--- config.mk ---
export PLATFORM = sky130hd
export DESIGN_NAME = port_c_gpio
export DESIGN_NICKNAME = d
export VERILOG_FILES = /design/src/port_c_pkg.sv /design/src/port_c_sync.sv /design/src/port_c_gpio.sv
export SDC_FILE = /design/constraint.sdc
export NUM_CORES = 1
export LEC_CHECK = 0
export ABC_AREA = 1
export BUFFER_PORTS_ARGS = -buffer_cell sky130_fd_sc_hd__buf_4
export CAP_MARGIN = 5
export CORE_MARGIN = 2
export CORE_UTILIZATION = 45
export CTS_CLUSTER_SIZE = 30
export DETAILED_ROUTE_END_ITERATION = 8
export GPL_ROUTABILITY_DRIVEN = 0
export PLACE_DENSITY_LB_ADDON = 0.1
export SLEW_MARGIN = 10
export SYNTH_ARGS = -nofsm -noshare
export SYNTH_HDL_FRONTEND = slang
export SYNTH_SLANG_ARGS = --single-unit
--- constraint.sdc ---
create_clock -name clock_i -period 1.1 [get_ports clock_i]
set_input_delay 0.055 -clock clock_i [delete_from_list [all_inputs] [get_ports clock_i]]
set_output_delay 0.055 -clock clock_i [all_outputs]
set_load 0.005 [all_outputs]
--- src/port_c_pkg.sv ---
// Constants, register map and pin-mux types of the 8-bit port with serial sharing
package port_c_pkg;

    // ------------------------------------------------------------------
    // Register map on the plain register port
    // ------------------------------------------------------------------
    localparam int          ADDR_W          = 3;
    localparam logic [2:0]  ADDR_OUT_LATCH  = 3'h0;
    localparam logic [2:0]  ADDR_PIN_STATE  = 3'h1;
    localparam logic [2:0]  ADDR_PULLUP     = 3'h2;
    localparam logic [2:0]  ADDR_OPEN_DRAIN = 3'h3;
    localparam logic [2:0]  ADDR_DIRECTION  = 3'h4;

    // ------------------------------------------------------------------
    // Reset values and widths
    // ------------------------------------------------------------------
    localparam int          PORT_W          = 8;
    localparam int          CH_N            = 2;
    localparam logic [7:0]  OUT_LATCH_RST   = 8'h00;
    localparam logic [7:0]  PULLUP_RST      = 8'h00;
    localparam logic [7:0]  OPEN_DRAIN_RST  = 8'h00;
    localparam logic [7:0]  DIRECTION_RST   = 8'h00;
    localparam logic [7:0]  READ_NONE       = 8'h00;
    localparam logic [1:0]  SYNC_RST        = 2'h0;

    // ------------------------------------------------------------------
    // Pin positions: channel n uses pins 3n (tx), 3n+1 (rx), 3n+2 (clock)
    // ------------------------------------------------------------------
    localparam int          CH_STRIDE       = 3;
    localparam int          PIN_TX_OFS      = 0;
    localparam int          PIN_RX_OFS      = 1;
    localparam int          PIN_CLK_OFS     = 2;
    localparam int          PIN_EXT_B       = 2;
    localparam int          PIN_EXT_A       = 5;

    // ------------------------------------------------------------------
    // Clock pin modes, gray coded along gpio -> output -> input
    // ------------------------------------------------------------------
    typedef enum logic [1:0] {
        CLK_GPIO = 2'h0,
        CLK_OUT  = 2'h1,
        CLK_IN   = 2'h3
    } clk_mode_t;

    // Clock pin selection from the channel's clock source and sync bits
    function automatic clk_mode_t clk_pin_mode(input logic src_bit1,
                                               input logic src_bit0,
                                               input logic sync_sel);
        clk_pin_mode = CLK_GPIO;
        if (src_bit1) begin
            clk_pin_mode = CLK_IN;
        end else if (sync_sel || src_bit0) begin
            clk_pin_mode = CLK_OUT;
        end
    endfunction : clk_pin_mode

endpackage : port_c_pkg

--- src/port_c_sync.sv ---
// Two-stage level synchroniser for the port's pad inputs
`timescale 1ns/1ps
`default_nettype none

module port_c_sync #(
    parameter int WIDTH = 8
) (
    input  wire logic             clock_i,
    input  wire logic             rst_i,
    input  wire logic [WIDTH-1:0] d_i,
    output logic      [WIDTH-1:0] q_o
);

    typedef struct packed {
        logic [WIDTH-1:0] stage1;
        logic [WIDTH-1:0] stage2;
    } sync_state_t;

    sync_state_t st;
    sync_state_t next_st;

    // First stage feeds only the second stage
    always_comb begin
        next_st        = st;
        next_st.stage1 = d_i;
        next_st.stage2 = st.stage1;
    end

    // State register, cleared synchronously
    always_ff @(posedge clock_i) begin
        if (rst_i) begin
            st <= '0;
        end else begin
            st <= next_st;
        end
    end

    assign q_o = st.stage2;

endmodule : port_c_sync

`default_nettype wire

--- src/port_c_gpio.sv ---
// Top of the 8-bit general-purpose port with serial and interrupt pin sharing
//
// Function
// - Eight-bit output latch, reset 0, drives pins selected as general outputs.
// - Pin-state read returns the latch bit where direction is 1.
// - Pin-state read returns the sampled pad level where direction is 0.
// - Pin-state register is read-only; writes change nothing.
// - Pull-up output on for general input pins whose pull-up bit is 1.
// - Open-drain bit 1 turns off high drive on general outputs; resets 0.
// - Two upper pins are plain general input or output by direction.
// - Serial functions take shared pins over the direction bit; interrupt inputs only sample them.
// - Channel 1 clock pin: input, output or general by source and sync bits.
// - Channel 0 clock pin selects alike; in general mode feeds ext_b.
// - Receive pin is serial input when rx_on, else general by direction.
// - Transmit pin is driven by transmitter when tx_on, else general.
// - Direction register write-only, resets 0; 1 is output, read undefined.
//
// Local design decisions: the address-and-strobe port and the address map.
`timescale 1ns/1ps
`default_nettype none

module port_c_gpio (
    input  wire logic                          clock_i,
    input  wire logic                          rst_i,
    input  wire logic [port_c_pkg::ADDR_W-1:0] addr_i,
    input  wire logic [7:0]                    wdata_i,
    input  wire logic                          wr_i,
    input  wire logic                          rd_i,
    output logic      [7:0]                    rdata_o,
    input  wire logic [7:0]                    pin_i,
    output logic      [7:0]                    pin_o,
    output logic      [7:0]                    pin_oe_o,
    output logic      [7:0]                    pullup_o,
    input  wire logic [1:0]                    clk_src_bit1_i,
    input  wire logic [1:0]                    clk_src_bit0_i,
    input  wire logic [1:0]                    sync_sel_i,
    input  wire logic [1:0]                    rx_on_i,
    input  wire logic [1:0]                    tx_on_i,
    input  wire logic [1:0]                    ser_clk_drv_i,
    input  wire logic [1:0]                    ser_tx_i,
    output logic      [1:0]                    ser_clk_o,
    output logic      [1:0]                    ser_rx_o,
    output logic                               ext_a_o,
    output logic                               ext_b_o
);

    // ------------------------------------------------------------------
    // State
    // ------------------------------------------------------------------
    typedef struct packed {
        logic [7:0] out_latch;
        logic [7:0] direction_bits;
        logic [7:0] pullup_bits;
        logic [7:0] opendrain_bits;
        logic [7:0] rd_data;
        logic [7:0] pin_out;
        logic [7:0] pin_oe;
        logic [7:0] pull;
        logic [1:0] ser_clk;
        logic [1:0] ser_rx;
        logic       ext_a;
        logic       ext_b;
    } port_state_t;

    localparam port_state_t RESET_STATE = '{
        out_latch:      port_c_pkg::OUT_LATCH_RST,
        direction_bits: port_c_pkg::DIRECTION_RST,
        pullup_bits:    port_c_pkg::PULLUP_RST,
        opendrain_bits: port_c_pkg::OPEN_DRAIN_RST,
        rd_data:        port_c_pkg::READ_NONE,
        pin_out:        8'h00,
        pin_oe:         8'h00,
        pull:           8'h00,
        ser_clk:        port_c_pkg::SYNC_RST,
        ser_rx:         port_c_pkg::SYNC_RST,
        ext_a:          1'b0,
        ext_b:          1'b0
    };

    port_state_t st;
    port_state_t next_st;
    logic [7:0]  pin_sync;
    logic [7:0]  pin_state;

    // ------------------------------------------------------------------
    // Pad input synchroniser
    // ------------------------------------------------------------------
    port_c_sync #(
        .WIDTH (8)
    ) u_sync (
        .clock_i (clock_i),
        .rst_i   (rst_i),
        .d_i     (pin_i),
        .q_o     (pin_sync)
    );

    // Pin-state view: latch where output, synchronised pad where input
    assign pin_state = (st.out_latch & st.direction_bits)
                     | (pin_sync & ~st.direction_bits);

    // ------------------------------------------------------------------
    // Register port, pin multiplexer and function inputs
    // ------------------------------------------------------------------
    always_comb begin
        port_c_pkg::clk_mode_t mode;
        logic [7:0]            take;
        logic [7:0]            fn_out;
        logic [7:0]            fn_oe;
        mode    = port_c_pkg::CLK_GPIO;
        take    = 8'h00;
        fn_out  = 8'h00;
        fn_oe   = 8'h00;
        next_st = st;
        next_st.rd_data = port_c_pkg::READ_NONE;

        // Register writes; pin-state and unmapped addresses ignore them
        if (wr_i) begin
            case (addr_i)
                port_c_pkg::ADDR_OUT_LATCH:  next_st.out_latch      = wdata_i;
                port_c_pkg::ADDR_PULLUP:     next_st.pullup_bits    = wdata_i;
                port_c_pkg::ADDR_OPEN_DRAIN: next_st.opendrain_bits = wdata_i;
                port_c_pkg::ADDR_DIRECTION:  next_st.direction_bits = wdata_i;
                default: ;
            endcase
        end

        // Register reads, data valid in the following cycle only
        if (rd_i) begin
            case (addr_i)
                port_c_pkg::ADDR_OUT_LATCH:  next_st.rd_data = st.out_latch;
                port_c_pkg::ADDR_PIN_STATE:  next_st.rd_data = pin_state;
                port_c_pkg::ADDR_PULLUP:     next_st.rd_data = st.pullup_bits;
                port_c_pkg::ADDR_OPEN_DRAIN: next_st.rd_data = st.opendrain_bits;
                default:                     next_st.rd_data = port_c_pkg::READ_NONE;
            endcase
        end

        // Serial channel selection per channel
        next_st.ext_a = 1'b0;
        next_st.ext_b = 1'b0;
        for (int ch = 0; ch < port_c_pkg::CH_N; ch++) begin
            mode = port_c_pkg::clk_pin_mode(clk_src_bit1_i[ch],
                                            clk_src_bit0_i[ch],
                                            sync_sel_i[ch]);
            // Clock pin
            case (mode)
                port_c_pkg::CLK_IN: begin
                    take[ch*port_c_pkg::CH_STRIDE + port_c_pkg::PIN_CLK_OFS] = 1'b1;
                end
                port_c_pkg::CLK_OUT: begin
                    take[ch*port_c_pkg::CH_STRIDE + port_c_pkg::PIN_CLK_OFS]   = 1'b1;
                    fn_oe[ch*port_c_pkg::CH_STRIDE + port_c_pkg::PIN_CLK_OFS]  = 1'b1;
                    fn_out[ch*port_c_pkg::CH_STRIDE + port_c_pkg::PIN_CLK_OFS] =
                        ser_clk_drv_i[ch];
                end
                default: ;
            endcase
            next_st.ser_clk[ch] = (mode == port_c_pkg::CLK_IN)
                ? pin_sync[ch*port_c_pkg::CH_STRIDE + port_c_pkg::PIN_CLK_OFS] : 1'b0;
            // Interrupt inputs see the clock pin only in general mode
            if (mode == port_c_pkg::CLK_GPIO) begin
                if (ch == 0) begin
                    next_st.ext_b = pin_sync[port_c_pkg::PIN_EXT_B];
                end else begin
                    next_st.ext_a = pin_sync[port_c_pkg::PIN_EXT_A];
                end
            end
            // Receive pin
            if (rx_on_i[ch]) begin
                take[ch*port_c_pkg::CH_STRIDE + port_c_pkg::PIN_RX_OFS] = 1'b1;
            end
            next_st.ser_rx[ch] = rx_on_i[ch]
                ? pin_sync[ch*port_c_pkg::CH_STRIDE + port_c_pkg::PIN_RX_OFS] : 1'b0;
            // Transmit pin
            if (tx_on_i[ch]) begin
                take[ch*port_c_pkg::CH_STRIDE + port_c_pkg::PIN_TX_OFS]   = 1'b1;
                fn_oe[ch*port_c_pkg::CH_STRIDE + port_c_pkg::PIN_TX_OFS]  = 1'b1;
                fn_out[ch*port_c_pkg::CH_STRIDE + port_c_pkg::PIN_TX_OFS] = ser_tx_i[ch];
            end
        end

        // Pin drivers from the values that take effect this edge
        for (int p = 0; p < port_c_pkg::PORT_W; p++) begin
            if (take[p]) begin
                next_st.pin_out[p] = fn_out[p];
                next_st.pin_oe[p]  = fn_oe[p];
                next_st.pull[p]    = 1'b0;
            end else begin
                next_st.pin_out[p] = next_st.out_latch[p];
                next_st.pin_oe[p]  = next_st.direction_bits[p]
                    & ~(next_st.opendrain_bits[p] & next_st.out_latch[p]);
                next_st.pull[p]    = ~next_st.direction_bits[p]
                    & next_st.pullup_bits[p];
            end
        end
    end

    // State register, synchronous reset
    always_ff @(posedge clock_i) begin
        if (rst_i) begin
            st <= RESET_STATE;
        end else begin
            st <= next_st;
        end
    end

    // ------------------------------------------------------------------
    // Outputs
    // ------------------------------------------------------------------
    assign rdata_o   = st.rd_data;
    assign pin_o     = st.pin_out;
    assign pin_oe_o  = st.pin_oe;
    assign pullup_o  = st.pull;
    assign ser_clk_o = st.ser_clk;
    assign ser_rx_o  = st.ser_rx;
    assign ext_a_o   = st.ext_a;
    assign ext_b_o   = st.ext_b;

    // ------------------------------------------------------------------
    // Checks
    // ------------------------------------------------------------------
    chk_latch_reset_zero: assert property (
        @(posedge clock_i) rst_i |=> (st.out_latch == 8'h00 && pin_oe_o == 8'h00))
        else $error("output latch not cleared by reset");

    chk_read_out_bits: assert property (
        @(posedge clock_i) disable iff (rst_i)
        (rd_i && addr_i == port_c_pkg::ADDR_PIN_STATE) |=>
        (((rdata_o ^ $past(st.out_latch)) & $past(st.direction_bits)) == 8'h00))
        else $error("pin-state read did not return latch for output bits");

    chk_read_pad_bits: assert property (
        @(posedge clock_i) disable iff (rst_i)
        (!$past(rst_i) && !$past(rst_i, 2) && rd_i && addr_i == port_c_pkg::ADDR_PIN_STATE) |=>
        (((rdata_o ^ $past(pin_i, 3)) & ~$past(st.direction_bits)) == 8'h00))
        else $error("pin-state read did not return pad level for input bits");

    chk_pin_state_ro: assert property (
        @(posedge clock_i) disable iff (rst_i)
        (wr_i && addr_i == port_c_pkg::ADDR_PIN_STATE) |=>
        ($stable(st.out_latch) && $stable(st.direction_bits) && $stable(pin_o)))
        else $error("write to pin-state register changed state");

    chk_pullup_upper: assert property (
        @(posedge clock_i) disable iff (rst_i)
        (wr_i && addr_i == port_c_pkg::ADDR_PULLUP && !st.direction_bits[7]) |=>
        (pullup_o[7] == $past(wdata_i[7])))
        else $error("pull-up output did not follow pull-up bit");

    chk_open_drain_high: assert property (
        @(posedge clock_i) disable iff (rst_i)
        (wr_i && addr_i == port_c_pkg::ADDR_OUT_LATCH && wdata_i[6]
         && st.direction_bits[6] && st.opendrain_bits[6]) |=> !pin_oe_o[6])
        else $error("open-drain pin drove high");

    chk_upper_output: assert property (
        @(posedge clock_i) disable iff (rst_i)
        (wr_i && addr_i == port_c_pkg::ADDR_DIRECTION && wdata_i[7]
         && !st.opendrain_bits[7]) |=> (pin_oe_o[7] && pin_o[7] == st.out_latch[7]))
        else $error("upper pin did not become an output");

    chk_clk_in_mode: assert property (
        @(posedge clock_i) disable iff (rst_i)
        (!rst_i && clk_src_bit1_i[1]) |=> !pin_oe_o[5])
        else $error("channel 1 clock input pin driven");

    chk_clk_out_mode: assert property (
        @(posedge clock_i) disable iff (rst_i)
        (!rst_i && !clk_src_bit1_i[1] && (sync_sel_i[1] || clk_src_bit0_i[1])) |=>
        (pin_oe_o[5] && pin_o[5] == $past(ser_clk_drv_i[1]) && !ext_a_o))
        else $error("channel 1 clock output pin wrong");

    chk_ext_b_feed: assert property (
        @(posedge clock_i) disable iff (rst_i)
        (!$past(rst_i) && !$past(rst_i, 2)
         && !clk_src_bit1_i[0] && !clk_src_bit0_i[0] && !sync_sel_i[0]) |=>
        (ext_b_o == $past(pin_i[2], 3)))
        else $error("ext_b does not follow channel 0 clock pin");

    chk_rx_take: assert property (
        @(posedge clock_i) disable iff (rst_i)
        (!$past(rst_i) && !$past(rst_i, 2) && rx_on_i[0]) |=>
        (!pin_oe_o[1] && ser_rx_o[0] == $past(pin_i[1], 3)))
        else $error("receive pin not handed to channel 0");

    chk_tx_drive: assert property (
        @(posedge clock_i) disable iff (rst_i)
        (!rst_i && tx_on_i[1]) |=> (pin_oe_o[3] && pin_o[3] == $past(ser_tx_i[1])))
        else $error("transmit pin not driven by channel 1");

    chk_func_pull_off: assert property (
        @(posedge clock_i) disable iff (rst_i)
        (!rst_i && tx_on_i[0]) |=>
        (pin_oe_o[0] && !pullup_o[0] && pin_o[0] == $past(ser_tx_i[0])))
        else $error("transmit pin 0 not taken from general drive");

    chk_ext_a_feed: assert property (
        @(posedge clock_i) disable iff (rst_i)
        (!$past(rst_i) && !$past(rst_i, 2)
         && !clk_src_bit1_i[1] && !clk_src_bit0_i[1] && !sync_sel_i[1]) |=>
        (ext_a_o == $past(pin_i[5], 3)))
        else $error("ext_a does not follow channel 1 clock pin");

    chk_dir_write: assert property (
        @(posedge clock_i) disable iff (rst_i)
        (wr_i && addr_i == port_c_pkg::ADDR_DIRECTION) |=>
        (st.direction_bits == $past(wdata_i)))
        else $error("direction write not taken");

endmodule : port_c_gpio

`default_nettype wire

# After elaboration in Yosys (flattened, before gate mapping)
# Cells that the tools add are included.
# W data, S select, Z words.
# classes
reduce_logical	19
eq_ne	8
muxes	31
bitwise_logic	50
# op_table
cell	n
$mux W32	1
$mux W8	4
$pmux W8 S4	1
$reduce_or A2 Y1	14
$and A1 B1 Y1	24
$mux W1	23
$not A1 Y1	22
$and A8 B8 Y8	2
$not A8 Y8	1
$or A8 B8 Y8	1
$eq A3 B2 Y1 const B	2
$eq A2 B1 Y1 const B	2
$eq A2 B2 Y1 const B	2
$logic_not A2 Y1	2
$mux W2	2
$eq A3 B1 Y1 const B	1
$eq A3 B3 Y1 const B	1
$logic_not A3 Y1	1
$logic_or A1 B1 Y1	2
# word_totals
ff_bits	86
input_bits	37
output_inout_bits	38
word_cells	134

# Longest topological paths before layout
# depth
ltp_word	7
depth_mapped	7
mapped_depth_nobuf	7

# Hierarchy
# Synthesis repeated with hierarchy kept, for this count alone.
# hier_totals
cells_unflattened	448
area_unflattened_um2	3403.3
# by_module_without_submodules
module	n_inst	seq_area_each_um2	area_each_um2	cells_each
port_c_gpio	1	1361.3	2929.1	398
port_c_sync	1	320.3	474.2	50

# Worst setup path before layout
# OpenSTA, ideal clock, no wires.
# synth_path
kind	input port to flip-flop
from	input rst_i
to	register u_sync.st (netlist bit u_sync.next_st[0])
stages	4
t_required_ns	0.972
n_path_buf	3
setup_time_ns	0.128
path_slack_ns	0.066
arrival_ns	0.906
cell_sequence	clkbuf_1 clkbuf_1 buf_1 nor2_1
# synth_rtl
item	line_no	text
start: declaration	port_c_gpio.sv:24	input wire logic rst_i,
end signal: assignment	port_c_sync.sv:34	st <= next_st;
end: declaration	port_c_sync.sv:19	sync_state_t st;
# No word-level cell between the ends.

# Worst setup path after layout
# layout_path
from	input clk_src_bit0_i[0]
to	register st (netlist bit pin_o[2])
# layout_between
elab_chain_len	7
elab_cells_between_ends	9
cone_classes	eq/ne: 2; mux: 5; reduce/logical: 2
# layout_lines
item	line_no	text
start: declaration	port_c_gpio.sv:35	input wire logic [1:0] clk_src_bit0_i,
$logic_or A1 B1 Y1 (*)	port_c_pkg.sv:52	end else if (sync_sel || src_bit0) begin
$mux W1 (*)	port_c_pkg.sv:52	
$mux W2 (*)	port_c_pkg.sv:50	if (src_bit1) begin
$eq A2 B2 Y1 or $eq A2 B1 Y1 (tied branches)	port_c_gpio.sv:146	case (mode)
$reduce_or A2 Y1 (no source line)	-	
$mux W1	port_c_gpio.sv:146	
$mux W1 (*)	port_c_gpio.sv:184	if (take[p]) begin
end signal: assignment	port_c_gpio.sv:203	st <= next_st;
end: declaration	port_c_gpio.sv:80	port_state_t st;
# Mark *: on every way between the ends. The rest lies on a longest branch, timed or not.
# A chain may end at the register's enable or synchronous reset.

==> flow_summary.toml <==
[power_and_ir_drop]
ir_drop_mv = 0.657
power.internal_uw = 4550
leakage_uw = 0.00205
pwr-share-comb = 0.104
power_frac_seq = 0.529
switchingPower_uw = 1430
power_frac_clock = 0.367
p_per_area_nw_per_um2 = 1390
p_sw_frac = 0.239

[grt]
antenna_found_initial = 0
track_usage = 0.187
met2_usage = 0.318
grt-busiest-layer = "met2"
grt_first_pass_wirelength_um = 12200
grt_pass1_vias = 2701
use_met3 = 0.0309
overflow = 0
grt_max_degree = 21
met1_usage = 0.231

[synthesis]
netlist_top_cells_area = "dfxtp_1 (50%), nor2_1 (9.5%), nand2_1 (8.7%)"
synth.avg_cell_area_um2 = 7.52
yosys.area.top_type = "dfxtp_1"
ys_ff_latch = 84
syn_inst = 445
synth_area_um2 = 3350
ys_seq_area_frac = 0.502
synth_nets = 482
yosys.cell_types.count = 22
yosys_warnings = 0
yosys.area.top_type_share = 0.502

[setup_path]
crit_fanout = 4
crit_type = "in2reg"
cp.arrival_ps = 1320
startpoint_type = "input pin"
cp-end-kind = "register"
rr_endpoint = "rdata_o[6]"
reg2reg_depth = 6
worst_ep_required_time_ps = 1400
r2r_slack_ps = 180
r2r-start = "st[68]"

[timing]
rsz0062_at_grt = "false"
setup_viol = 0
fin_setup_tns_ps = 0
finalCritPeriodShare = 0.923
fmaxAchievable_mhz = 984
drv_slew = 0
hold_violations = 0
fin_skew_ps = 3.56
max-slew-margin-rel = 0.767
fin_crit_ps = 1020
tightest_slew_ps = 348

[min_path]
hold_path_end = "st[65]"
hp-class = "in2reg"
min_path_cells = 3
hp-start = "wdata_i[3]"

[layout]
layout.nets = 566
layout_common_cells = "buf_4 (97), nor2_1 (85), dfxtp_1 (84), nand2_1 (78), inv_1 (65)"
num_antenna_cells = 0
drive_above_1_share = 0.227
layout_commonest_cell = "buf_4"
final_cell_area_um2 = 4310
stdcell_count = 633
synthToLayoutAreaGrowth_pct = 28.7

[cts]
clockBufferDepth = 2
clk_latency_ps = 350
cts_sinks = 84
hold_buffers = 23
clkSlewWorstSetupHoldPaths_ps = 80
post_cts_buffers = 0
cts_repair_resize_count = 0
cts_tree = "yes"
cts-root-buf = "clkbuf_8"
h-tree-depth = 3
cts_buffers = 9

[route]
ant_nets = 0
num_vias = 2855
drcViolationCount = 0
drt_iter0_markers = 84
drtPass1Iterations = 4
wl_um = 7300
wl_per_cell_um = 11.5
vias_per_cell = 4.51

[floorplanning]
ios = 75
initial_utilization = 0.464
rows = 31
dieArea_um2 = 8150
fp.dieW_um = 90.3
fp.coreArea_um2 = 7210
die_h_um = 90.3

[status]
outcome = "finished, final reports clean"

[place]
numPortBuffers = 74
dp_hpwl_um = 5160
place_inst = 594
dpl_cell_area_um2 = 3880

[job]
max_cap_viol_count = 0
## routing by layer
| layer | share of wire | up-vias | wire length, um |
|---|---|---|---|
| met4 | 0.016 | 0 | 119 |
| li1 | - | 1500 | - |
| met5 | 0 | - | 0 |
| met1 | 0.46 | 1285 | 3370 |
| met2 | 0.48 | 61 | 3520 |
| met3 | 0.040 | 9 | 295 |
## cell type report
| type | count | area (um2) |
|---|---|---|
| inverters | 66 | 248 |
| clock buffers | 10 | 138 |
| multi-input cells | 248 | 1100 |
| fillers | 716 | 2900 |
| repair buffers | 120 | 958 |
| well taps | 99 | 124 |
| clock inverters | 6 | 63.8 |
| flip-flops and latches | 84 | 1680 |
## registers in the layout, summed over array words and instances (netlist names)
name	count
st	32
pin_oe_o	8
pullup_o	8
rdata_o	8
u_sync.next_st	8
u_sync.q_o	8
pin_o	6
ser_clk_o	2
ser_rx_o	2
ext_a_o	1
ext_b_o	1
## synth_stat cells, drive strengths merged
library cell / n
inv: 66
a21oi: 14
nand2: 78
nand4: 4
a31o: 2
nor2: 86
clkbuf: 4
nand3: 5
dfxtp: 84
buf: 43
o21ai: 43
nor3: 9
o22ai: 5
o211ai: 2
## cell families after synthesis
family	synth area share
compound gates	0.104
flops	0.502
simple gates	0.223
buf+inv	0.170
## worst max-delay path: stages
cell and delay (ps):
dlygate4sd3_1 550, buf_4 130, nor2_1 200, o21ai_0 110, a31o_2 220, inv_1 40
## through the flow
stage	hold slack (ps)	total power [uW]	utilization	worst slack, ps
2_1_floorplan	162	3550	-	66.3
3_3_place_gp	256	3790	0.538	-99.9
3_5_place_dp	263	3800	0.538	-127
4_1_cts	4.70	6050	0.597	115
5_1_grt	33.7	6240	0.597	14.5
6_report	18.6	5990	0.597	84.2
## power groups by stage
| stage | registers (uW) | logic (uW) | clock network, uW |
|---|---|---|---|
| 6_report | 3170 | 625 | 2190 |
| 5_1_grt | 3180 | 699 | 2370 |
| 4_1_cts | 3170 | 627 | 2250 |
| 3_5_place_dp | 3240 | 560 | 0 |
| 3_3_place_gp | 3240 | 555 | 0 |
| 2_1_floorplan | 3230 | 315 | 0 |
## worst max-delay path by stage
stage	startpoint	end	slack, ps	depth (start not counted)
after floorplan	rst_i	u_sync.next_st[0]	70	4
after global placement	addr_i[0]	pin_oe_o[2]	-100	6
after detailed placement	addr_i[0]	pullup_o[1]	-130	7
after CTS	clk_src_bit0_i[0]	pin_o[2]	110	6
after global routing	st[65]	rdata_o[3]	10	6
final	clk_src_bit0_i[0]	pin_o[2]	80	6
(Power assumes the default switching activity.)
